**src/pkg/dcsel_pkg.sv**
```systemverilog
// constants for the channel two filter chain and oscillator select block
package dcsel_pkg;
  localparam int          ADDR_W        = 12;
  localparam int          DATA_W        = 32;
  // register indices, byte address is four times the index
  localparam logic [9:0]  IDX_CTRL      = 10'h350;
  localparam logic [9:0]  IDX_CHAIN     = 10'h351;
  localparam logic [9:0]  IDX_OSC       = 10'h354;
  localparam logic [9:0]  IDX_STATUS    = 10'h3f0;
  localparam logic [7:0]  CTRL_RST      = 8'h00;
  localparam logic [7:0]  CHAIN_RST     = 8'h00;
  localparam logic [7:0]  OSC_RST       = 8'h00;
  localparam logic [7:0]  CTRL_WMASK    = 8'h7f;
  localparam logic [7:0]  CHAIN_WMASK   = 8'hf0;
  // field positions
  localparam int          CTRL_C2R_BIT  = 3;
  localparam int          CTRL_DEC_LSB  = 0;
  localparam int          CHAIN_EXT_LSB = 4;
  localparam int          OSC_MODE_LSB  = 4;
  localparam int          OSC_SEL_LSB   = 0;
  localparam int          STAT_CHAN_LSB = 0;
  localparam int          STAT_CNT_LSB  = 4;
  localparam int          STAT_DEC_LSB  = 8;
  localparam int          STAT_FLT_LSB  = 16;
  localparam int          STAT_EXT_BIT  = 22;
  localparam int          STAT_BAD_BIT  = 23;
  // filter enable mask bits
  localparam int          FLT_HALF1     = 0;
  localparam int          FLT_HALF2     = 1;
  localparam int          FLT_HALF3     = 2;
  localparam int          FLT_HALF4     = 3;
  localparam int          FLT_TB        = 4;
  localparam int          FLT_FB        = 5;
  // primary and extended codes
  localparam logic [2:0]  PRI_EXT       = 3'h7;
  localparam logic [3:0]  EXT_TB_HALF4  = 4'h0;
  localparam logic [3:0]  EXT_FB_HALF1  = 4'h2;
  localparam logic [3:0]  EXT_FB_HALF2  = 4'h3;
  localparam logic [3:0]  EXT_FB_HALF3  = 4'h4;
  // complex output decimation factors
  localparam logic [7:0]  DEC_P0        = 8'h04;
  localparam logic [7:0]  DEC_P1        = 8'h08;
  localparam logic [7:0]  DEC_P2        = 8'h10;
  localparam logic [7:0]  DEC_P3        = 8'h02;
  localparam logic [7:0]  DEC_P4        = 8'h06;
  localparam logic [7:0]  DEC_P5        = 8'h0c;
  localparam logic [7:0]  DEC_P6        = 8'h18;
  localparam logic [7:0]  DEC_E0        = 8'h30;
  localparam logic [7:0]  DEC_E2        = 8'h0a;
  localparam logic [7:0]  DEC_E3        = 8'h14;
  localparam logic [7:0]  DEC_E4        = 8'h28;
  localparam logic [1:0]  RESP_OKAY     = 2'h0;
  localparam logic [1:0]  RESP_SLVERR   = 2'h2;
  typedef enum logic [3:0] {
    MODE_REG    = 4'b0000,
    MODE_PINS   = 4'b0001,
    MODE_EDGE_A = 4'b1000,
    MODE_EDGE_B = 4'b1010
  } dcsel_mode_t;
  typedef enum logic [2:0] {
    REG_NONE   = 3'b000,
    REG_CTRL   = 3'b001,
    REG_CHAIN  = 3'b010,
    REG_OSC    = 3'b011,
    REG_STATUS = 3'b100
  } dcsel_reg_t;
endpackage

```
**src/pkg/dcsel_osc_if.sv**
```systemverilog
// oscillator channel select signals between top and selector
`timescale 1ns/1ps
interface dcsel_osc_if;
  logic [3:0] mode;
  logic [3:0] map_sel;
  logic       pin_a;
  logic       pin_b;
  logic [3:0] active_chan;
  logic [3:0] count;
  modport ctl (output mode, map_sel, pin_a, pin_b,
               input active_chan, count);
  modport sel (input mode, map_sel, pin_a, pin_b,
               output active_chan, count);
endinterface

```
**src/dcsel_osc_sel.sv**
```systemverilog
// oscillator channel selector with pin and edge counter modes
`timescale 1ns/1ps
module dcsel_osc_sel (
  // clock and reset
  input  wire logic clk_sys,
  input  wire logic rst_n,
  // select controls and result
  dcsel_osc_if.sel  io
);
  logic       a_prev_reg;
  logic       b_prev_reg;
  logic [3:0] count_reg;
  logic [3:0] count_next;
  logic [3:0] chan_reg;
  logic       edge_hit;

  always_ff @(posedge clk_sys or negedge rst_n) begin
    if (!rst_n) begin
      a_prev_reg <= 1'b0;
      b_prev_reg <= 1'b0;
    end else begin
      a_prev_reg <= io.pin_a;
      b_prev_reg <= io.pin_b;
    end
  end

  // rising edge of the pin chosen by the mode
  always_comb begin
    edge_hit = 1'b0;
    if (io.mode == dcsel_pkg::MODE_EDGE_A) begin
      edge_hit = io.pin_a & ~a_prev_reg;
    end else if (io.mode == dcsel_pkg::MODE_EDGE_B) begin
      edge_hit = io.pin_b & ~b_prev_reg;
    end
  end

  // wrap after the programmed value is reached
  always_comb begin
    if (count_reg >= io.map_sel) begin
      count_next = 4'h0;
    end else begin
      count_next = count_reg + 4'h1;
    end
  end

  always_ff @(posedge clk_sys or negedge rst_n) begin
    if (!rst_n) begin
      count_reg <= 4'h0;
    end else if (edge_hit) begin
      count_reg <= count_next;
    end
  end

  always_ff @(posedge clk_sys or negedge rst_n) begin
    if (!rst_n) begin
      chan_reg <= 4'h0;
    end else begin
      case (io.mode)
        dcsel_pkg::MODE_REG:    chan_reg <= io.map_sel;
        dcsel_pkg::MODE_PINS:   chan_reg <= {2'b00, io.pin_b, io.pin_a};
        dcsel_pkg::MODE_EDGE_A: chan_reg <= count_reg;
        dcsel_pkg::MODE_EDGE_B: chan_reg <= count_reg;
        default:                chan_reg <= chan_reg;
      endcase
    end
  end

  assign io.active_chan = chan_reg;
  assign io.count       = count_reg;
endmodule

```
**src/dcsel_top.sv**
```systemverilog
// channel two filter chain select and oscillator channel control
// Operation
// extended field used only when primary is 111
// complex-to-real bit halves the decimation
// extended 0: thirdband plus four halfbands, 48/24
// extended 10: fifthband plus stage one, 10/5
// extended 11: fifthband plus stages one-two, 20/10
// extended 100: fifthband plus stages one-three, 40/20
// mode 0 takes channel from register field
// mode 1 takes channel from pins b,a
// mode 1000 counts rising edges of pin a
// mode 1010 counts rising edges of pin b
// edge counter wraps after programmed select value
// four-bit select field picks channels 0..15
// reserved modes hold the active channel
`timescale 1ns/1ps
module dcsel_top #(
  parameter int ADDR_W = dcsel_pkg::ADDR_W
) (
  // clock and reset
  input  wire logic              clk_sys,
  input  wire logic              rst_n,
  // axi4-lite write address
  input  wire logic [ADDR_W-1:0] s_axi_awaddr,
  input  wire logic              s_axi_awvalid,
  output logic                   s_axi_awready,
  // axi4-lite write data
  input  wire logic [31:0]       s_axi_wdata,
  input  wire logic [3:0]        s_axi_wstrb,
  input  wire logic              s_axi_wvalid,
  output logic                   s_axi_wready,
  // axi4-lite write response
  output logic [1:0]             s_axi_bresp,
  output logic                   s_axi_bvalid,
  input  wire logic              s_axi_bready,
  // axi4-lite read address
  input  wire logic [ADDR_W-1:0] s_axi_araddr,
  input  wire logic              s_axi_arvalid,
  output logic                   s_axi_arready,
  // axi4-lite read data
  output logic [31:0]            s_axi_rdata,
  output logic [1:0]             s_axi_rresp,
  output logic                   s_axi_rvalid,
  input  wire logic              s_axi_rready,
  // general purpose pins
  input  wire logic              aux_pin_a,
  input  wire logic              aux_pin_b,
  // filter chain and channel results
  output logic [7:0]             decim_factor,
  output logic [5:0]             filter_en,
  output logic                   real_only,
  output logic                   ext_used,
  output logic                   chain_invalid,
  output logic [3:0]             active_chan
);
  typedef struct packed {
    logic [7:0] dec;
    logic [5:0] flt;
    logic       ext;
    logic       bad;
  } dcsel_chain_t;

  logic [7:0]  ctrl_reg;
  logic [7:0]  chain_reg;
  logic [7:0]  osc_reg;
  logic        awready_reg;
  logic        wready_reg;
  logic        bvalid_reg;
  logic [1:0]  bresp_reg;
  logic        arready_reg;
  logic        rvalid_reg;
  logic [1:0]  rresp_reg;
  logic [31:0] rdata_reg;
  logic        aw_have_reg;
  logic        w_have_reg;
  logic [ADDR_W-1:0] waddr_reg;
  logic [7:0]  wdata_reg;
  logic        wstrb0_reg;
  logic        aw_take;
  logic        w_take;
  logic        do_write;
  dcsel_pkg::dcsel_reg_t wsel;
  dcsel_pkg::dcsel_reg_t rsel;
  dcsel_chain_t chain_next;
  dcsel_chain_t cplx_next;
  dcsel_chain_t chain_out_reg;
  logic        real_reg;
  logic [31:0] status_word;

  dcsel_osc_if osc ();

  // word address decode shared by reads and writes
  function automatic dcsel_pkg::dcsel_reg_t reg_decode(
    input logic [ADDR_W-1:0] a
  );
    dcsel_pkg::dcsel_reg_t r;
    r = dcsel_pkg::REG_NONE;
    if (a[1:0] == 2'b00) begin
      if (a[11:2] == dcsel_pkg::IDX_CTRL) begin
        r = dcsel_pkg::REG_CTRL;
      end else if (a[11:2] == dcsel_pkg::IDX_CHAIN) begin
        r = dcsel_pkg::REG_CHAIN;
      end else if (a[11:2] == dcsel_pkg::IDX_OSC) begin
        r = dcsel_pkg::REG_OSC;
      end else if (a[11:2] == dcsel_pkg::IDX_STATUS) begin
        r = dcsel_pkg::REG_STATUS;
      end
    end
    return r;
  endfunction

  // filter mask from a list of stages
  function automatic logic [5:0] fmask(
    input logic tb,
    input logic fb,
    input logic [3:0] hb
  );
    return {fb, tb, hb};
  endfunction

  // filter chain decode
  function automatic dcsel_chain_t chain_decode(
    input logic [2:0] pri,
    input logic [3:0] ext,
    input logic       c2r
  );
    dcsel_chain_t c;
    c = '{dec: 8'h00, flt: 6'h00, ext: 1'b0, bad: 1'b0};
    case (pri)
      3'h0: c = '{dcsel_pkg::DEC_P0, fmask(1'b0, 1'b0, 4'h3), 1'b0, 1'b0};
      3'h1: c = '{dcsel_pkg::DEC_P1, fmask(1'b0, 1'b0, 4'h7), 1'b0, 1'b0};
      3'h2: c = '{dcsel_pkg::DEC_P2, fmask(1'b0, 1'b0, 4'hf), 1'b0, 1'b0};
      3'h3: c = '{dcsel_pkg::DEC_P3, fmask(1'b0, 1'b0, 4'h1), 1'b0, 1'b0};
      3'h4: c = '{dcsel_pkg::DEC_P4, fmask(1'b1, 1'b0, 4'h1), 1'b0, 1'b0};
      3'h5: c = '{dcsel_pkg::DEC_P5, fmask(1'b1, 1'b0, 4'h3), 1'b0, 1'b0};
      3'h6: c = '{dcsel_pkg::DEC_P6, fmask(1'b1, 1'b0, 4'h7), 1'b0, 1'b0};
      default: begin
        c.ext = 1'b1;
        case (ext)
          dcsel_pkg::EXT_TB_HALF4: begin
            c.dec = dcsel_pkg::DEC_E0;
            c.flt = fmask(1'b1, 1'b0, 4'hf);
          end
          dcsel_pkg::EXT_FB_HALF1: begin
            c.dec = dcsel_pkg::DEC_E2;
            c.flt = fmask(1'b0, 1'b1, 4'h1);
          end
          dcsel_pkg::EXT_FB_HALF2: begin
            c.dec = dcsel_pkg::DEC_E3;
            c.flt = fmask(1'b0, 1'b1, 4'h3);
          end
          dcsel_pkg::EXT_FB_HALF3: begin
            c.dec = dcsel_pkg::DEC_E4;
            c.flt = fmask(1'b0, 1'b1, 4'h7);
          end
          default: c.bad = 1'b1;
        endcase
      end
    endcase
    if (c2r) begin
      c.dec = {1'b0, c.dec[7:1]};
    end
    return c;
  endfunction

  assign aw_take  = s_axi_awvalid & awready_reg;
  assign w_take   = s_axi_wvalid & wready_reg;
  assign do_write = aw_have_reg & w_have_reg & ~bvalid_reg;
  assign wsel     = reg_decode(waddr_reg);
  assign rsel     = reg_decode(s_axi_araddr);

  // write address and data, taken in either order
  always_ff @(posedge clk_sys or negedge rst_n) begin
    if (!rst_n) begin
      aw_have_reg <= 1'b0;
      awready_reg <= 1'b1;
      waddr_reg   <= '0;
    end else if (aw_take) begin
      aw_have_reg <= 1'b1;
      awready_reg <= 1'b0;
      waddr_reg   <= s_axi_awaddr;
    end else if (do_write) begin
      aw_have_reg <= 1'b0;
    end else if (bvalid_reg && s_axi_bready) begin
      awready_reg <= 1'b1;
    end
  end

  always_ff @(posedge clk_sys or negedge rst_n) begin
    if (!rst_n) begin
      w_have_reg <= 1'b0;
      wready_reg <= 1'b1;
      wdata_reg  <= 8'h00;
      wstrb0_reg <= 1'b0;
    end else if (w_take) begin
      w_have_reg <= 1'b1;
      wready_reg <= 1'b0;
      wdata_reg  <= s_axi_wdata[7:0];
      wstrb0_reg <= s_axi_wstrb[0];
    end else if (do_write) begin
      w_have_reg <= 1'b0;
    end else if (bvalid_reg && s_axi_bready) begin
      wready_reg <= 1'b1;
    end
  end

  // write response
  always_ff @(posedge clk_sys or negedge rst_n) begin
    if (!rst_n) begin
      bvalid_reg <= 1'b0;
      bresp_reg  <= dcsel_pkg::RESP_OKAY;
    end else if (do_write) begin
      bvalid_reg <= 1'b1;
      bresp_reg  <= (wsel == dcsel_pkg::REG_NONE) ?
                    dcsel_pkg::RESP_SLVERR : dcsel_pkg::RESP_OKAY;
    end else if (bvalid_reg && s_axi_bready) begin
      bvalid_reg <= 1'b0;
    end
  end

  // register storage, low byte lane only
  always_ff @(posedge clk_sys or negedge rst_n) begin
    if (!rst_n) begin
      ctrl_reg  <= dcsel_pkg::CTRL_RST;
      chain_reg <= dcsel_pkg::CHAIN_RST;
      osc_reg   <= dcsel_pkg::OSC_RST;
    end else if (do_write && wstrb0_reg) begin
      case (wsel)
        dcsel_pkg::REG_CTRL:  ctrl_reg  <= wdata_reg & dcsel_pkg::CTRL_WMASK;
        dcsel_pkg::REG_CHAIN: chain_reg <= wdata_reg & dcsel_pkg::CHAIN_WMASK;
        dcsel_pkg::REG_OSC:   osc_reg   <= wdata_reg;
        default:              osc_reg   <= osc_reg;
      endcase
    end
  end

  // filter chain selection
  assign chain_next = chain_decode(
    ctrl_reg[dcsel_pkg::CTRL_DEC_LSB +: 3],
    chain_reg[dcsel_pkg::CHAIN_EXT_LSB +: 4],
    ctrl_reg[dcsel_pkg::CTRL_C2R_BIT]);

  // complex output decode for the halving check
  assign cplx_next = chain_decode(
    ctrl_reg[dcsel_pkg::CTRL_DEC_LSB +: 3],
    chain_reg[dcsel_pkg::CHAIN_EXT_LSB +: 4],
    1'b0);

  always_ff @(posedge clk_sys or negedge rst_n) begin
    if (!rst_n) begin
      chain_out_reg <= '{dec: 8'h00, flt: 6'h00, ext: 1'b0, bad: 1'b0};
      real_reg      <= 1'b0;
    end else begin
      chain_out_reg <= chain_next;
      real_reg      <= ctrl_reg[dcsel_pkg::CTRL_C2R_BIT];
    end
  end

  // oscillator channel selector
  assign osc.mode    = osc_reg[dcsel_pkg::OSC_MODE_LSB +: 4];
  assign osc.map_sel = osc_reg[dcsel_pkg::OSC_SEL_LSB +: 4];
  assign osc.pin_a   = aux_pin_a;
  assign osc.pin_b   = aux_pin_b;

  dcsel_osc_sel u_osc (
    .clk_sys (clk_sys),
    .rst_n   (rst_n),
    .io      (osc.sel)
  );

  always_comb begin
    status_word = 32'h0000_0000;
    status_word[dcsel_pkg::STAT_CHAN_LSB +: 4] = osc.active_chan;
    status_word[dcsel_pkg::STAT_CNT_LSB +: 4]  = osc.count;
    status_word[dcsel_pkg::STAT_DEC_LSB +: 8]  = chain_out_reg.dec;
    status_word[dcsel_pkg::STAT_FLT_LSB +: 6]  = chain_out_reg.flt;
    status_word[dcsel_pkg::STAT_EXT_BIT]       = chain_out_reg.ext;
    status_word[dcsel_pkg::STAT_BAD_BIT]       = chain_out_reg.bad;
  end

  // read channel
  always_ff @(posedge clk_sys or negedge rst_n) begin
    if (!rst_n) begin
      arready_reg <= 1'b1;
      rvalid_reg  <= 1'b0;
      rresp_reg   <= dcsel_pkg::RESP_OKAY;
      rdata_reg   <= 32'h0000_0000;
    end else if (s_axi_arvalid && arready_reg) begin
      arready_reg <= 1'b0;
      rvalid_reg  <= 1'b1;
      rresp_reg   <= dcsel_pkg::RESP_OKAY;
      case (rsel)
        dcsel_pkg::REG_CTRL:   rdata_reg <= {24'h00_0000, ctrl_reg};
        dcsel_pkg::REG_CHAIN:  rdata_reg <= {24'h00_0000, chain_reg};
        dcsel_pkg::REG_OSC:    rdata_reg <= {24'h00_0000, osc_reg};
        dcsel_pkg::REG_STATUS: rdata_reg <= status_word;
        default: begin
          rdata_reg <= 32'h0000_0000;
          rresp_reg <= dcsel_pkg::RESP_SLVERR;
        end
      endcase
    end else if (rvalid_reg && s_axi_rready) begin
      rvalid_reg  <= 1'b0;
      arready_reg <= 1'b1;
    end
  end

  assign s_axi_awready = awready_reg;
  assign s_axi_wready  = wready_reg;
  assign s_axi_bvalid  = bvalid_reg;
  assign s_axi_bresp   = bresp_reg;
  assign s_axi_arready = arready_reg;
  assign s_axi_rvalid  = rvalid_reg;
  assign s_axi_rresp   = rresp_reg;
  assign s_axi_rdata   = rdata_reg;
  assign decim_factor  = chain_out_reg.dec;
  assign filter_en     = chain_out_reg.flt;
  assign ext_used      = chain_out_reg.ext;
  assign chain_invalid = chain_out_reg.bad;
  assign real_only     = real_reg;
  assign active_chan   = osc.active_chan;
endmodule

```
**config.mk**
```make
export PLATFORM = sky130hd
export DESIGN_NAME = dcsel_top
export DESIGN_NICKNAME = d
export VERILOG_FILES = /design/src/pkg/dcsel_pkg.sv /design/src/pkg/dcsel_osc_if.sv /design/src/dcsel_osc_sel.sv /design/src/dcsel_top.sv
export SDC_FILE = /design/constraint.sdc
export NUM_CORES = 1
export LEC_CHECK = 0
export BUFFER_PORTS_ARGS = -buffer_cell sky130_fd_sc_hd__buf_2
export CORE_MARGIN = 5
export CORE_UTILIZATION = 55
export CTS_BUF_LIST = sky130_fd_sc_hd__clkbuf_16
export CTS_CLUSTER_SIZE = 40
export DETAILED_ROUTE_END_ITERATION = 8
export GPL_ROUTABILITY_DRIVEN = 0
export PLACE_DENSITY = 0.95
export SKIP_CTS_REPAIR_TIMING = 1
export SYNTH_ARGS = -nofsm -noshare
export SYNTH_HDL_FRONTEND = slang
export SYNTH_SLANG_ARGS = --single-unit
```
**constraint.sdc**
```tcl
create_clock -name clk_sys -period 5.7 [get_ports clk_sys]
set_input_delay 0.285 -clock clk_sys [delete_from_list [all_inputs] [get_ports clk_sys]]
set_output_delay 0.285 -clock clk_sys [all_outputs]
set_load 0.005 [all_outputs]
```
# Yosys cells after proc, flatten, opt, wreduce, memory -nomap -nowiden
# Cells that the tools add are included.
# Widths: inputs -> output; s select.
word_totals:
  in_bits: 69
  out_inout_bits: 62
  ff_bits: 110
  word_cells: 124
op_classes:
  magnitude_cmp: 1
  bitwise_logic: 9
  muxes: 34
  reduce_logical: 25
  add_sub_neg: 1
  n_eq_ne: 29
op_table:
  columns: ["op", "n"]
  rows:
  - ["$pmux 14 s7", 1]
  - ["$pmux 24 s4", 1]
  - ["$eq 10x10->1 const B", 8]
  - ["$pmux 12 s4", 1]
  - ["$mux 3", 10]
  - ["$eq 3x2->1 const B", 6]
  - ["$mux 1", 16]
  - ["$eq 3x3->1 const B", 4]
  - ["$pmux 4 s3", 1]
  - ["$reduce_bool 2->1", 6]
  - ["$reduce_and 2->1", 5]
  - ["$eq 3x1->1 const B", 3]
  - ["$eq 4x2->1 const B", 2]
  - ["$eq 4x4->1 const B", 2]
  - ["$logic_not 4->1", 2]
  - ["$mux 8", 1]
  - ["$reduce_or 4->1", 2]
  - ["$and 1x1->1", 6]
  - ["$logic_not 3->1", 2]
  - ["$add 4x1->4 const B", 1]
  - ["$eq 4x1->1 const B", 1]
  - ["$eq 4x3->1 const B", 1]
  - ["$ge 4x4->1", 1]
  - ["$logic_and 1x1->1", 4]
  - ["7 further kinds", 12]

# Logic depth before layout (Yosys ltp)
# Gate-level depths: netlist (run 1).
depth:
  depth_word: 9
  mapped_depth: 7

# Modules after synthesis
# From an unflattened synthesis (run 1), not the netlist that was laid out.
hier_totals:
  hier_cells: 368
  hier_area_um2: 4410.5
by_module_without_submodules:
  columns: ["module", "area_per_inst_um2", "n_inst", "cells_each", "seq_area_each_um2"]
  rows:
  - ["dcsel_top", 3769.9, 1, 303, 2155.8]
  - ["dcsel_osc_sel", 640.6, 1, 65, 250.2]

# Worst setup path after synthesis (run 1)
# OpenSTA, ideal clock, no wires.
synth_path:
  kind: "register to register"
  start: "reg u_osc.count_reg[0] (netlist: u_osc.io.count[0])"
  end: "reg u_osc.count_reg[2] (netlist: u_osc.io.count[2])"
  setup_ns: 0.104
  stages_incl_launch_ff: 7
  required_time_ns: 5.596
  setup_slack_ns: 3.744
  n_path_buf: 0
  arrival_time_ns: 1.852
  cell_sequence: "dfrtp_1 > inv_1 > ha_1 > nand2b_1 > a2111oi_0 > o21bai_1 > o311ai_1"
synth_between:
  elab_chain_cells: 2
  elab_cells_between_ends: 3
  classes_between: "add/sub (1); order compare (1); mux (1)"
synth_lines:
  columns: ["element", "line", "rtl"]
  rows:
  - ["start: declaration", "dcsel_osc_sel.sv:12", "logic [3:0] count_reg;"]
  - ["start signal: assignment", "dcsel_osc_sel.sv:50", "count_reg <= count_next;"]
  - ["$add 4x1->4 or $ge 4x4->1 (tied branches)", "dcsel_osc_sel.sv:42, dcsel_osc_sel.sv:39", null]
  - ["$mux 4 (*)", "dcsel_osc_sel.sv:39", "if (count_reg >= io.map_sel) begin"]
# Mark *: on every way between the ends. The rest lies on a longest branch, timed or not.
# A chain may end at the register's enable or synchronous reset.

# Worst setup path after layout (run 1)
# Same ends and word-level chain as after synthesis.

==> impl_metrics.prom, run 1 <==
# TYPE chip_impl_metric gauge
chip_impl_metric{name="timing.final.setup_violations",unit=""} 0
chip_impl_metric{name="hold_viol",unit=""} 46
chip_impl_metric{name="crit_required",unit="ns"} 5.92
chip_impl_metric{name="clock_sinks",unit=""} 96
chip_impl_metric{name="nNetsFinal",unit=""} 517
chip_impl_metric{name="dpl-instance-area",unit="mm²"} 0.004747
chip_impl_info{name="violations_in_the_final_reports",value="hold timing"} 1
chip_impl_metric{name="vias",unit=""} 3160
chip_impl_metric{name="clk-insertion-delay-late",unit="ns"} 0.34
chip_impl_metric{name="synth_edf_count",unit=""} 0
chip_impl_metric{name="drt_drc_violations_left",unit=""} 0
chip_impl_metric{name="reg2reg_slack",unit="ns"} 3.24
chip_impl_metric{name="grt_start_max_net_pins",unit=""} 50
chip_impl_info{name="worstHoldPathType",value="in -> async"} 1
chip_impl_metric{name="drive_gt1_share",unit="%"} 36.16
chip_impl_info{name="r2r_start",value="u_osc.io.count[0]$_DFFE_PN0P_"} 1
chip_impl_metric{name="max_freq",unit="MHz"} 406.5
chip_impl_metric{name="postSynthAreaPerCell",unit="µm²"} 11.93
chip_impl_metric{name="tightestPinTransition",unit="ns"} 0.8529
chip_impl_metric{name="floorplan.initialDensity",unit="%"} 56.02
chip_impl_metric{name="clock_skew",unit="ns"} 0.009041
chip_impl_metric{name="antenna_cells",unit=""} 0
chip_impl_metric{name="design.die.area",unit="mm²"} 0.009654
chip_impl_metric{name="core_area",unit="mm²"} 0.007647
chip_impl_metric{name="first_global_vias",unit=""} 3218
chip_impl_metric{name="vdd_ir_drop_max",unit="µV"} 299.2
chip_impl_metric{name="layout-area-overhead-vs-synth",unit="%"} 17.47
chip_impl_metric{name="placement_rows",unit=""} 32
chip_impl_metric{name="fillerInstances",unit=""} 556
chip_impl_metric{name="ioPinCount",unit=""} 131
chip_impl_metric{name="cts.clk_slew.worst_paths",unit="ns"} 0.06
chip_impl_metric{name="initial_antenna_violation_count",unit=""} 0
chip_impl_metric{name="post_synthesis_cells",unit=""} 359
chip_impl_metric{name="power.total",unit="W"} 0.001615
chip_impl_metric{name="largest_register_ff_count",unit=""} 22
chip_impl_metric{name="final_max_slew_viol_count",unit=""} 0
chip_impl_metric{name="min_period",unit="ns"} 2.460
chip_impl_metric{name="postRouteAntennaNets",unit=""} 0
chip_impl_metric{name="synth_cell_type_count",unit=""} 57
chip_impl_metric{name="r2r_cells",unit=""} 6
chip_impl_info{name="criticalPathCategory",value="reg -> reg"} 1
chip_impl_metric{name="fp.dieH",unit="µm"} 98.26
chip_impl_metric{name="die_x",unit="µm"} 98.26
chip_impl_metric{name="post-synth-top-area-fraction",unit="%"} 54.32
chip_impl_metric{name="routed_wl",unit="mm"} 9.330
chip_impl_metric{name="io_buffer_count",unit=""} 89
chip_impl_metric{name="finish.instance_area",unit="mm²"} 0.005032
chip_impl_metric{name="cts_htree_levels",unit=""} 3
chip_impl_metric{name="post_synthesis_cell_area",unit="mm²"} 0.004284
chip_impl_metric{name="fin_worst_hold_slack",unit="ns"} -0.04916
chip_impl_metric{name="drt_first_iter_violations",unit=""} 210
chip_impl_info{name="synth.top_cells.by_area",value="sky130_fd_sc_hd__dfrtp_1, sky130_fd_sc_hd__mux2_2, sky130_fd_sc_hd__a22o_1, sky130_fd_sc_hd__o21ai_0, sky130_fd_sc_hd__nand2_1"} 1
chip_impl_info{name="end_kind",value="flop"} 1
chip_impl_metric{name="tritoncts.num_buffers",unit=""} 9
chip_impl_info{name="cts_tree",value="built"} 1
chip_impl_metric{name="drt-pass1-iter-count",unit=""} 4
chip_impl_metric{name="power-per-cell-area",unit="mW/mm²"} 321.0
chip_impl_metric{name="finalCritPeriodShare",unit="%"} 43.16
chip_impl_metric{name="data_arrival_time_of_the_critical_path",unit="ns"} 2.68
chip_impl_metric{name="wire_per_inst",unit="µm"} 16.96
chip_impl_metric{name="viasPerCell",unit=""} 5.745
chip_impl_metric{name="dp_hpwl",unit="mm"} 6.594
chip_impl_metric{name="clock_path_buffers",unit=""} 2
chip_impl_metric{name="synth.ff_latch_count",unit=""} 96
chip_impl_metric{name="groute.usage.overall",unit="%"} 19.85
chip_impl_info{name="synth_flop_cell",value="sky130_fd_sc_hd__dfrtp_1"} 1
chip_impl_metric{name="timing.slew.headroom",unit="%"} 41.67
chip_impl_metric{name="yosysWarnings",unit=""} 0
chip_impl_metric{name="final.setup.tns",unit="ns"} 0
chip_impl_metric{name="worst-path-max-fanout",unit=""} 7
chip_impl_metric{name="max_cap_viol_count",unit=""} 0
chip_impl_info{name="clockRootBuffer",value="sky130_fd_sc_hd__clkbuf_16"} 1
chip_impl_metric{name="total_leakage_power",unit="nW"} 2.478
chip_impl_info{name="cp-start-kind",value="flop"} 1
chip_impl_metric{name="grt.overflow.total",unit=""} 0
chip_impl_metric{name="grt_first_pass_wirelength",unit="mm"} 15.55
chip_impl_info{name="outcome",value="finished with violations"} 1
chip_impl_info{name="rsz0062_at_grt",value="false"} 1
chip_impl_metric{name="ys_async_sr_fraction",unit="%"} 100.0
chip_impl_info{name="yosys.area.top_type",value="sky130_fd_sc_hd__dfrtp_1"} 1
chip_impl_metric{name="synth.yosys.seq_area_share",unit="%"} 56.16
chip_impl_info{name="timing.rr.end",value="u_osc.io.count[2]$_DFFE_PN0P_"} 1
==> routing by layer <==
layer | wire length (µm) | global-route usage [%] | vias to the layer above
met2 | 4670 | 33.82 | 140
met1 | 3733 | 24.18 | 1549
met4 | 196 | 7.248 | 0
met5 | 0 | 0 | -
li1 | - | - | 1453
met3 | 729 | 5.571 | 18
==> cell families (layout without fill, tap and decap cells) <==
family | count (synthesis) | count (layout) | synth area share, %
XOR/XNOR | 1 | 1 | 0.2045
flip-flops | 96 | 96 | 56.16
buffers and inverters | 43 | 119 | 5.082
AO/OA/AOI/OAI | 81 | 81 | 13.55
other | 1 | 14 | 0.08753
AND/OR/NAND/NOR | 82 | 82 | 10.51
adder cells (fa/ha/maj) | 5 | 5 | 1.460
multiplexers | 50 | 50 | 12.94
==> layout by cell type, fill, tap and decap left out, drive strengths merged, types with 6 or more instances in the layout <==
cell type / count
a21oi: 6
a22o: 15
a32oi: 8
buf: 90
clkbuf: 9
conb: 14
dfrtp: 93
inv: 17
mux2: 43
mux2i: 7
nand2: 32
nor2: 7
nor3: 8
o21ai: 24
==> cell usage after synthesis, types with 2 or more instances <==
master,instances
sky130_fd_sc_hd__dfrtp_1,93
sky130_fd_sc_hd__mux2_2,43
sky130_fd_sc_hd__nand2_1,31
sky130_fd_sc_hd__o21ai_0,24
sky130_fd_sc_hd__a22o_1,15
sky130_fd_sc_hd__buf_4,14
sky130_fd_sc_hd__inv_1,13
sky130_fd_sc_hd__clkbuf_1,12
sky130_fd_sc_hd__a32oi_1,8
sky130_fd_sc_hd__nor3_1,8
sky130_fd_sc_hd__mux2i_1,7
sky130_fd_sc_hd__nor2_1,7
sky130_fd_sc_hd__a21oi_1,6
sky130_fd_sc_hd__ha_1,5
sky130_fd_sc_hd__nand3_1,5
sky130_fd_sc_hd__o2bb2ai_1,5
sky130_fd_sc_hd__nor2b_1,4
sky130_fd_sc_hd__o211ai_1,4
sky130_fd_sc_hd__buf_2,3
sky130_fd_sc_hd__dfstp_2,3
sky130_fd_sc_hd__nand2b_1,3
sky130_fd_sc_hd__nor3b_1,3
sky130_fd_sc_hd__a211oi_1,2
sky130_fd_sc_hd__a22oi_1,2
sky130_fd_sc_hd__and2_1,2
sky130_fd_sc_hd__and3_1,2
sky130_fd_sc_hd__nand3b_1,2
sky130_fd_sc_hd__o311ai_1,2
sky130_fd_sc_hd__or2_2,2
sky130_fd_sc_hd__or3_1,2
==> critical path, cell delays in order (launching register included) <==
cell and delay, ns:
sky130_fd_sc_hd__dfrtp_1 0.48, sky130_fd_sc_hd__inv_1 0.07, sky130_fd_sc_hd__ha_1 0.26, sky130_fd_sc_hd__nand2b_1 0.14, sky130_fd_sc_hd__a2111oi_0 0.76, sky130_fd_sc_hd__o21bai_1 0.30, sky130_fd_sc_hd__o311ai_1 0.33
==> per-stage QoR <==
step | instances | hold slack, ns | setup slack [ns] | utilization (%)
after floorplan | 372 | -0.01059 | 3.744 | -
after global placement | 534 | 0.3201 | 3.529 | 62.07
after global routing | 550 | 0.001792 | 3.120 | 65.81
after detailed placement | 534 | 0.3307 | 3.473 | 62.07
final | 550 | -0.04916 | 3.240 | 65.81
after CTS | 550 | -0.03577 | 3.259 | 65.81
==> worst max-delay path by stage <==
stage / endpoint / startpoint / slack (ns)
finish: u_osc.io.count[2]$_DFFE_PN0P_ / u_osc.io.count[0]$_DFFE_PN0P_ / 3.24
global route: u_osc.io.count[2]$_DFFE_PN0P_ / u_osc.io.count[0]$_DFFE_PN0P_ / 3.12
CTS: u_osc.io.count[2]$_DFFE_PN0P_ / u_osc.io.count[0]$_DFFE_PN0P_ / 3.26
detailed placement: u_osc.io.count[2]$_DFFE_PN0P_ / u_osc.io.count[0]$_DFFE_PN0P_ / 3.47
global placement: u_osc.io.count[2]$_DFFE_PN0P_ / u_osc.io.count[0]$_DFFE_PN0P_ / 3.53
floorplan: u_osc.io.count[2]$_DFFE_PN0P_ / u_osc.io.count[0]$_DFFE_PN0P_ / 3.74
==> layout make-up <==
class	count	area [µm²]	area share, %
inverters	13	48.80	0.9697
clock buffers	9	225.2	4.475
well taps	102	127.6	2.536
repair buffers	90	455.4	9.050
flip-flops and latches	96	2406	47.81
clock inverters	7	60.06	1.193
multi-input cells	233	1709	33.96
==> power by group <==
group / switching, W / internal, W / total [W]
Sequential: 0.0000739 / 0.000779 / 0.000853
Clock: 0.000267 / 0.000304 / 0.000571
Combinational: 0.0000823 / 0.000109 / 0.000191
Total: 0.000423 / 0.00119 / 0.00162
No activity file was read; power rests on OpenSTA's default activity.
==> run 2, diff against run 1 <==
Settings changed: CORE_UTILIZATION 55 to 51, PLACE_DENSITY 0.95 to 0.9.
Clock period 5.7 ns to 2.41 ns, I/O delays scaled along.
==> run 2 against run 1 <==
The run still ends with hold timing left; setup slack worse by 2.9 ns; cell area up 2.4%; first-iteration DRC count decreased by 45%; via count is 1.6% lower; combinational power increased by 150%; non-clock buffer count up 11; clock-buffer cell count unchanged; register-to-register slack got worse by 2.9 ns; largest cell class unchanged.
==> impl_metrics.prom, run 2 (synthesis gave the netlist of run 1 again) <==
# TYPE chip_impl_metric gauge
chip_impl_info{name="outcome",value="finished with violations"} 1
chip_impl_info{name="violations_in_the_final_reports",value="hold timing"} 1
chip_impl_info{name="criticalPathCategory",value="reg -> reg"} 1
chip_impl_metric{name="cts_htree_levels",unit=""} 3
chip_impl_info{name="critical_path.slowest_cell",value="sky130_fd_sc_hd__a2111oi_0"} 1
chip_impl_metric{name="cts.clk_slew.worst_paths",unit="ns"} 0.06
chip_impl_info{name="r2r_start",value="u_osc.io.count[0]$_DFFE_PN0P_"} 1
chip_impl_info{name="worstHoldPathType",value="in -> reg"} 1
chip_impl_metric{name="nNetsFinal",unit=""} 528
chip_impl_info{name="worst_hold_startpoint",value="s_axi_rready"} 1
chip_impl_metric{name="drt-pass1-iter-count",unit=""} 4
chip_impl_metric{name="placed_cells",unit=""} 541
chip_impl_metric{name="drive_gt1_share",unit="%"} 35.95
chip_impl_metric{name="die_x",unit="µm"} 101.7
chip_impl_metric{name="slowest_delay",unit="ns"} 0.48
chip_impl_metric{name="vdd_ir_drop_max",unit="µV"} 572.6
chip_impl_metric{name="max_cap_viol_count",unit=""} 0
chip_impl_metric{name="floorplan.initialDensity",unit="%"} 52.14
chip_impl_metric{name="finalWorstSetupSlack",unit="ns"} 0.3125
chip_impl_metric{name="grt_first_pass_wirelength",unit="mm"} 15.35
chip_impl_metric{name="tightestPinTransition",unit="ns"} 0.9080
chip_impl_metric{name="postLayoutCoreUtil",unit="%"} 62.72
chip_impl_info{name="clockRootBuffer",value="sky130_fd_sc_hd__clkbuf_16"} 1
chip_impl_metric{name="worst-path-max-fanout",unit=""} 7
chip_impl_metric{name="vias",unit=""} 3111
chip_impl_info{name="rsz0062_at_grt",value="false"} 1
chip_impl_metric{name="max_freq",unit="MHz"} 476.8
chip_impl_metric{name="drt_drc_violations_left",unit=""} 0
chip_impl_metric{name="final.setup.tns",unit="ns"} 0
chip_impl_info{name="mostFrequentLayoutCell",value="sky130_fd_sc_hd__dfrtp_1"} 1
chip_impl_metric{name="fp.dieH",unit="µm"} 101.7
chip_impl_metric{name="drt_first_iter_violations",unit=""} 115
chip_impl_metric{name="crit_required",unit="ns"} 2.64
chip_impl_metric{name="dp_hpwl",unit="mm"} 6.834
chip_impl_metric{name="clk-insertion-delay-late",unit="ns"} 0.34
chip_impl_metric{name="fillerInstances",unit=""} 622
chip_impl_metric{name="layout-area-overhead-vs-synth",unit="%"} 20.30
chip_impl_metric{name="total_leakage_power",unit="nW"} 2.534
chip_impl_metric{name="placement.setup.worst_slack",unit="ns"} 0.3650
chip_impl_metric{name="timing.slew.headroom",unit="%"} 38.51
chip_impl_metric{name="grt_start_max_net_pins",unit=""} 48
chip_impl_metric{name="tritoncts.num_buffers",unit=""} 9
chip_impl_metric{name="routed_wl",unit="mm"} 9.383
chip_impl_metric{name="postRouteAntennaNets",unit=""} 0
chip_impl_metric{name="hold_viol",unit=""} 2
chip_impl_metric{name="fin_worst_hold_slack",unit="ns"} -0.005533
chip_impl_metric{name="first_global_vias",unit=""} 3180
chip_impl_metric{name="final_max_slew_viol_count",unit=""} 0
chip_impl_metric{name="ioPinCount",unit=""} 131
chip_impl_metric{name="io_buffer_count",unit=""} 89
chip_impl_info{name="worstPathCellList",value="inv_1, ha_1, nand2b_1, a2111oi_0, buf_4, o21bai_1, o311ai_1"} 1
chip_impl_info{name="cp-start-kind",value="flop"} 1
chip_impl_metric{name="antenna_cells",unit=""} 0
chip_impl_metric{name="viasPerCell",unit=""} 5.516
chip_impl_metric{name="core_area",unit="mm²"} 0.008217
chip_impl_metric{name="min_period",unit="ns"} 2.097
chip_impl_metric{name="clock_skew",unit="ns"} 0.01029
chip_impl_metric{name="critical_path_buf_inv_count",unit=""} 2
chip_impl_metric{name="power-per-cell-area",unit="mW/mm²"} 761.2
chip_impl_metric{name="clock_path_buffers",unit=""} 2
chip_impl_info{name="cts_tree",value="built"} 1
chip_impl_metric{name="grt.overflow.total",unit=""} 0
chip_impl_metric{name="post_layout_nonfiller_instances",unit=""} 564
chip_impl_metric{name="placement_rows",unit=""} 33
chip_impl_metric{name="wire_per_inst",unit="µm"} 16.64
chip_impl_metric{name="finalCritPeriodShare",unit="%"} 87.03
chip_impl_metric{name="groute.usage.overall",unit="%"} 18.87
chip_impl_metric{name="design.die.area",unit="mm²"} 0.01033
chip_impl_metric{name="clock_sinks",unit=""} 96
chip_impl_metric{name="timing.final.setup_violations",unit=""} 0
chip_impl_info{name="end_kind",value="flop"} 1
chip_impl_metric{name="largest_register_ff_count",unit=""} 22
chip_impl_info{name="crit_family",value="compound AO/OA/AOI/OAI gates"} 1
chip_impl_metric{name="data_arrival_time_of_the_critical_path",unit="ns"} 2.33
chip_impl_info{name="final_cell_mix",value="sky130_fd_sc_hd__dfrtp_1, sky130_fd_sc_hd__buf_2, sky130_fd_sc_hd__mux2_2, sky130_fd_sc_hd__nand2_1, sky130_fd_sc_hd__o21ai_0"} 1
chip_impl_info{name="critical_path.startpoint",value="u_osc.io.count[0]$_DFFE_PN0P_"} 1
chip_impl_metric{name="initial_antenna_violation_count",unit=""} 0
run 2: cell count changes in the layout (fill, tap and decap cells not counted), sizes merged:
cell / change
clkinv: -1
buf: +4
dlygate4sd3: +7
bufinv: +1
run 2: cell type report:
type	instances	area, µm²	share of cell area, %
clock buffer	9	225.2	4.370
multi-input combinational	233	1709	33.16
sequential	96	2406	46.69
inverter	13	48.80	0.9468
tap	105	131.4	2.549
clock inverter	7	77.57	1.505
timing repair buffer	101	555.5	10.78
run 2: tightest hold or removal path, delay by kind of cell:
kind | cells | cell delay (ns)
and+or+nand+nor | 1 | 0.05
muxes | 1 | 0.06
buffers and inverters | 1 | 0.10
run 2: where the power goes:
part | total, W | internal (W) | switching [W]
logic | 0.000469 | 0.000268 | 0.000202
clock network | 0.00143 | 0.000817 | 0.000614
registers | 0.00202 | 0.00184 | 0.000180
run 2: worst paths after layout:
path / end / cells after the start / slack, ns
setup / recovery: u_osc.io.count[2]$_DFFE_PN0P_ / 7 / 0.31
hold / removal: s_axi_arready$_DFFE_PN1P_ / 3 / -0.006
setup reg to reg: u_osc.io.count[2]$_DFFE_PN0P_ / 7 / 0.31
hold reg to reg: s_axi_rdata[4]$_DFFE_PN0P_ / 2 / 0.49
max in group asynchronous: s_axi_rdata[6]$_DFFE_PN0P_ / 3 / 1.37
min in group asynchronous: waddr_reg[3]$_DFFE_PN0P_ / 2 / 0.33
run 2: metrics by stage:
stage	instance area (µm²)	power (W)
2_1_floorplan	4333	0.002317
3_3_place_gp	4781	0.002461
3_5_place_dp	4781	0.002506
4_1_cts	5084	0.003936
5_1_grt	5154	0.004121
6_report	5154	0.003923
run 2: layer usage:
layer | share of wire (%) | GRT usage [%] | vias to the layer above
met5 | 0 | 0 | -
met4 | 1.1 | 5.521 | 0
met3 | 6.5 | 4.890 | 15
met2 | 50 | 31.24 | 96
met1 | 43 | 24.59 | 1530
li1 | - | - | 1470
==> run 3, diff against run 2 <==
Settings changed: CORE_ASPECT_RATIO from default to 2.
==> run 3 against run 2 <==
The run now ends clean; clock-buffer cell count unchanged; setup slack worse by 0.043 ns; final cell count fell by 0.35%; critical path type unchanged.
==> impl_metrics.prom, run 3 (synthesis gave the netlist of run 1 again) <==
# TYPE chip_impl_metric gauge
chip_impl_info{name="worstHoldPathType",value="in -> reg"} 1
chip_impl_metric{name="floorplan.initialDensity",unit="%"} 52.04
chip_impl_metric{name="hold-path-cell-count",unit=""} 2
chip_impl_metric{name="r2r_cells",unit=""} 7
chip_impl_metric{name="routed_wl",unit="mm"} 9.773
chip_impl_metric{name="dp_hpwl",unit="mm"} 7.350
chip_impl_metric{name="cts_htree_levels",unit=""} 3
chip_impl_metric{name="antenna_cells",unit=""} 0
chip_impl_metric{name="crit_required",unit="ns"} 2.65
chip_impl_info{name="criticalPathCategory",value="reg -> reg"} 1
chip_impl_metric{name="slowest_delay",unit="ns"} 0.52
chip_impl_metric{name="max_cap_viol_count",unit=""} 0
chip_impl_metric{name="power-per-cell-area",unit="mW/mm²"} 756.6
chip_impl_metric{name="worst-path-max-fanout",unit=""} 7
chip_impl_metric{name="fp.dieH",unit="µm"} 139.6
chip_impl_metric{name="clock_skew",unit="ns"} 0.005906
chip_impl_metric{name="drive_gt1_share",unit="%"} 35.78
chip_impl_info{name="cp-start-kind",value="flop"} 1
chip_impl_metric{name="core_area",unit="mm²"} 0.008233
chip_impl_metric{name="placed_cells",unit=""} 535
chip_impl_metric{name="finish.instance_area",unit="mm²"} 0.005194
chip_impl_metric{name="clk-insertion-delay-late",unit="ns"} 0.35
chip_impl_metric{name="drt_drc_violations_left",unit=""} 0
chip_impl_metric{name="timing.final.setup_violations",unit=""} 0
chip_impl_metric{name="postRouteAntennaNets",unit=""} 0
chip_impl_metric{name="drt_first_iter_violations",unit=""} 208
chip_impl_metric{name="grt_start_max_net_pins",unit=""} 57
chip_impl_info{name="clockRootBuffer",value="sky130_fd_sc_hd__clkbuf_16"} 1
chip_impl_info{name="min_to",value="waddr_reg[1]$_DFFE_PN0P_"} 1
chip_impl_metric{name="cts.clk_slew.worst_paths",unit="ns"} 0.07
chip_impl_metric{name="hold_viol",unit=""} 0
chip_impl_metric{name="wire_per_inst",unit="µm"} 17.39
chip_impl_info{name="critical_path.slowest_cell",value="sky130_fd_sc_hd__dfrtp_1"} 1
chip_impl_info{name="mostFrequentLayoutCell",value="sky130_fd_sc_hd__dfrtp_1"} 1
chip_impl_metric{name="placement.setup.worst_slack",unit="ns"} 0.3492
chip_impl_info{name="final_cell_mix",value="sky130_fd_sc_hd__dfrtp_1, sky130_fd_sc_hd__buf_2, sky130_fd_sc_hd__mux2_2, sky130_fd_sc_hd__nand2_1, sky130_fd_sc_hd__o21ai_0"} 1
chip_impl_metric{name="tightestPinTransition",unit="ns"} 0.9477
chip_impl_metric{name="power.total",unit="W"} 0.003930
chip_impl_metric{name="data_arrival_time_of_the_critical_path",unit="ns"} 2.38
chip_impl_metric{name="grt_first_pass_wirelength",unit="mm"} 16.06
chip_impl_metric{name="tritoncts.num_buffers",unit=""} 9
chip_impl_metric{name="post_layout_nonfiller_instances",unit=""} 562
chip_impl_info{name="timing.rr.end",value="u_osc.io.count[2]$_DFFE_PN0P_"} 1
chip_impl_info{name="worst_hold_startpoint",value="s_axi_awaddr[1]"} 1
chip_impl_metric{name="ioPinCount",unit=""} 131
chip_impl_info{name="outcome",value="complete, no violations"} 1
chip_impl_metric{name="timing.slew.headroom",unit="%"} 35.82
chip_impl_metric{name="fillerInstances",unit=""} 630
chip_impl_metric{name="max_freq",unit="MHz"} 467.1
chip_impl_metric{name="groute.usage.overall",unit="%"} 20.05
chip_impl_metric{name="finalCritPeriodShare",unit="%"} 88.83
chip_impl_metric{name="viasPerCell",unit=""} 5.751
chip_impl_metric{name="largest_register_ff_count",unit=""} 22
chip_impl_info{name="worstPathCellList",value="inv_1, ha_1, nand2b_1, a2111oi_0, buf_4, o21bai_1, o311ai_1"} 1
chip_impl_metric{name="finalWorstSetupSlack",unit="ns"} 0.2691
chip_impl_metric{name="initial_antenna_violation_count",unit=""} 0
chip_impl_metric{name="clock_sinks",unit=""} 96
chip_impl_metric{name="nNetsFinal",unit=""} 533
chip_impl_metric{name="final.setup.tns",unit="ns"} 0
chip_impl_metric{name="vias",unit=""} 3232
chip_impl_metric{name="io_buffer_count",unit=""} 89
chip_impl_metric{name="drt-pass1-iter-count",unit=""} 4
chip_impl_metric{name="clock_path_buffers",unit=""} 2
chip_impl_info{name="rsz0062_at_grt",value="false"} 1
chip_impl_info{name="r2r_start",value="u_osc.io.count[0]$_DFFE_PN0P_"} 1
chip_impl_metric{name="vdd_ir_drop_max",unit="µV"} 634.9
chip_impl_metric{name="first_global_vias",unit=""} 3395
chip_impl_metric{name="min_period",unit="ns"} 2.141
chip_impl_metric{name="total_leakage_power",unit="nW"} 2.559
chip_impl_metric{name="final_max_slew_viol_count",unit=""} 0
chip_impl_info{name="cts_tree",value="built"} 1
chip_impl_metric{name="dpl-instance-area",unit="mm²"} 0.004780
chip_impl_metric{name="die_x",unit="µm"} 74.81
chip_impl_metric{name="reg2reg_slack",unit="ns"} 0.27
chip_impl_metric{name="design.die.area",unit="mm²"} 0.01044
chip_impl_metric{name="grt.overflow.total",unit=""} 0
chip_impl_metric{name="layout-area-overhead-vs-synth",unit="%"} 21.23
chip_impl_info{name="end_kind",value="flop"} 1
chip_impl_metric{name="placement_rows",unit=""} 47
==> run 3: stage by stage <==
step / utilization, % / hold WS [ns]
floorplan: - / -0.1751
global placement: 58.05 / 0.2010
detailed placement: 58.05 / 0.2162
CTS: 61.75 / -0.1497
global route: 63.09 / 0.002466
finish: 63.09 / 0.004300
==> run 3: power by group <==
| part | switching [W] | total (W) | internal [W] |
|---|---|---|---|
| sequential | 0.000180 | 0.00202 | 0.00184 |
| combinational | 0.000202 | 0.000474 | 0.000272 |
| clock | 0.000614 | 0.00143 | 0.000818 |
==> run 3: worst max-delay path by stage <==
stage,start,endpoint,slack [ns],depth (start not counted)
global placement,u_osc.io.count[0]$_DFFE_PN0P_,u_osc.io.count[2]$_DFFE_PN0P_,0.44,7
global route,u_osc.io.count[0]$_DFFE_PN0P_,u_osc.io.count[2]$_DFFE_PN0P_,0.13,7
finish,u_osc.io.count[0]$_DFFE_PN0P_,u_osc.io.count[2]$_DFFE_PN0P_,0.27,7
floorplan,u_osc.io.count[0]$_DFFE_PN0P_,u_osc.io.count[2]$_DFFE_PN0P_,0.45,6
detailed placement,u_osc.io.count[0]$_DFFE_PN0P_,u_osc.io.count[2]$_DFFE_PN0P_,0.35,7
CTS,u_osc.io.count[0]$_DFFE_PN0P_,u_osc.io.count[2]$_DFFE_PN0P_,0.27,7
==> run 3: final cells by class <==
class	instances	area [µm²]	area share, %
sequential	96	2406	46.33
timing repair buffer	106	603.1	11.61
tap	98	122.6	2.361
clock buffer	9	225.2	4.336
multi-input combinational	233	1709	32.91
clock inverter	7	78.83	1.518
inverter	13	48.80	0.9395
==> run 3: metal layers <==
layer,global-route usage (%),share of wire (%),routed length (µm),vias to the layer above
met4,11.07,4.1,397,0
met2,35.17,55,5422,132
met5,0,0,0,-
li1,-,-,-,1474
met3,5.271,6.7,658,35
met1,20.63,34,3295,1591
==> run 3: critical path: cells and delay by family, from the launching register on <==
| family | cells | cell delay [ns] |
|---|---|---|
| compound gates | 3 | 0.80 |
| flops | 1 | 0.52 |
| fa+ha+maj | 1 | 0.29 |
| buf+inv | 2 | 0.28 |
| simple gates | 1 | 0.14 |
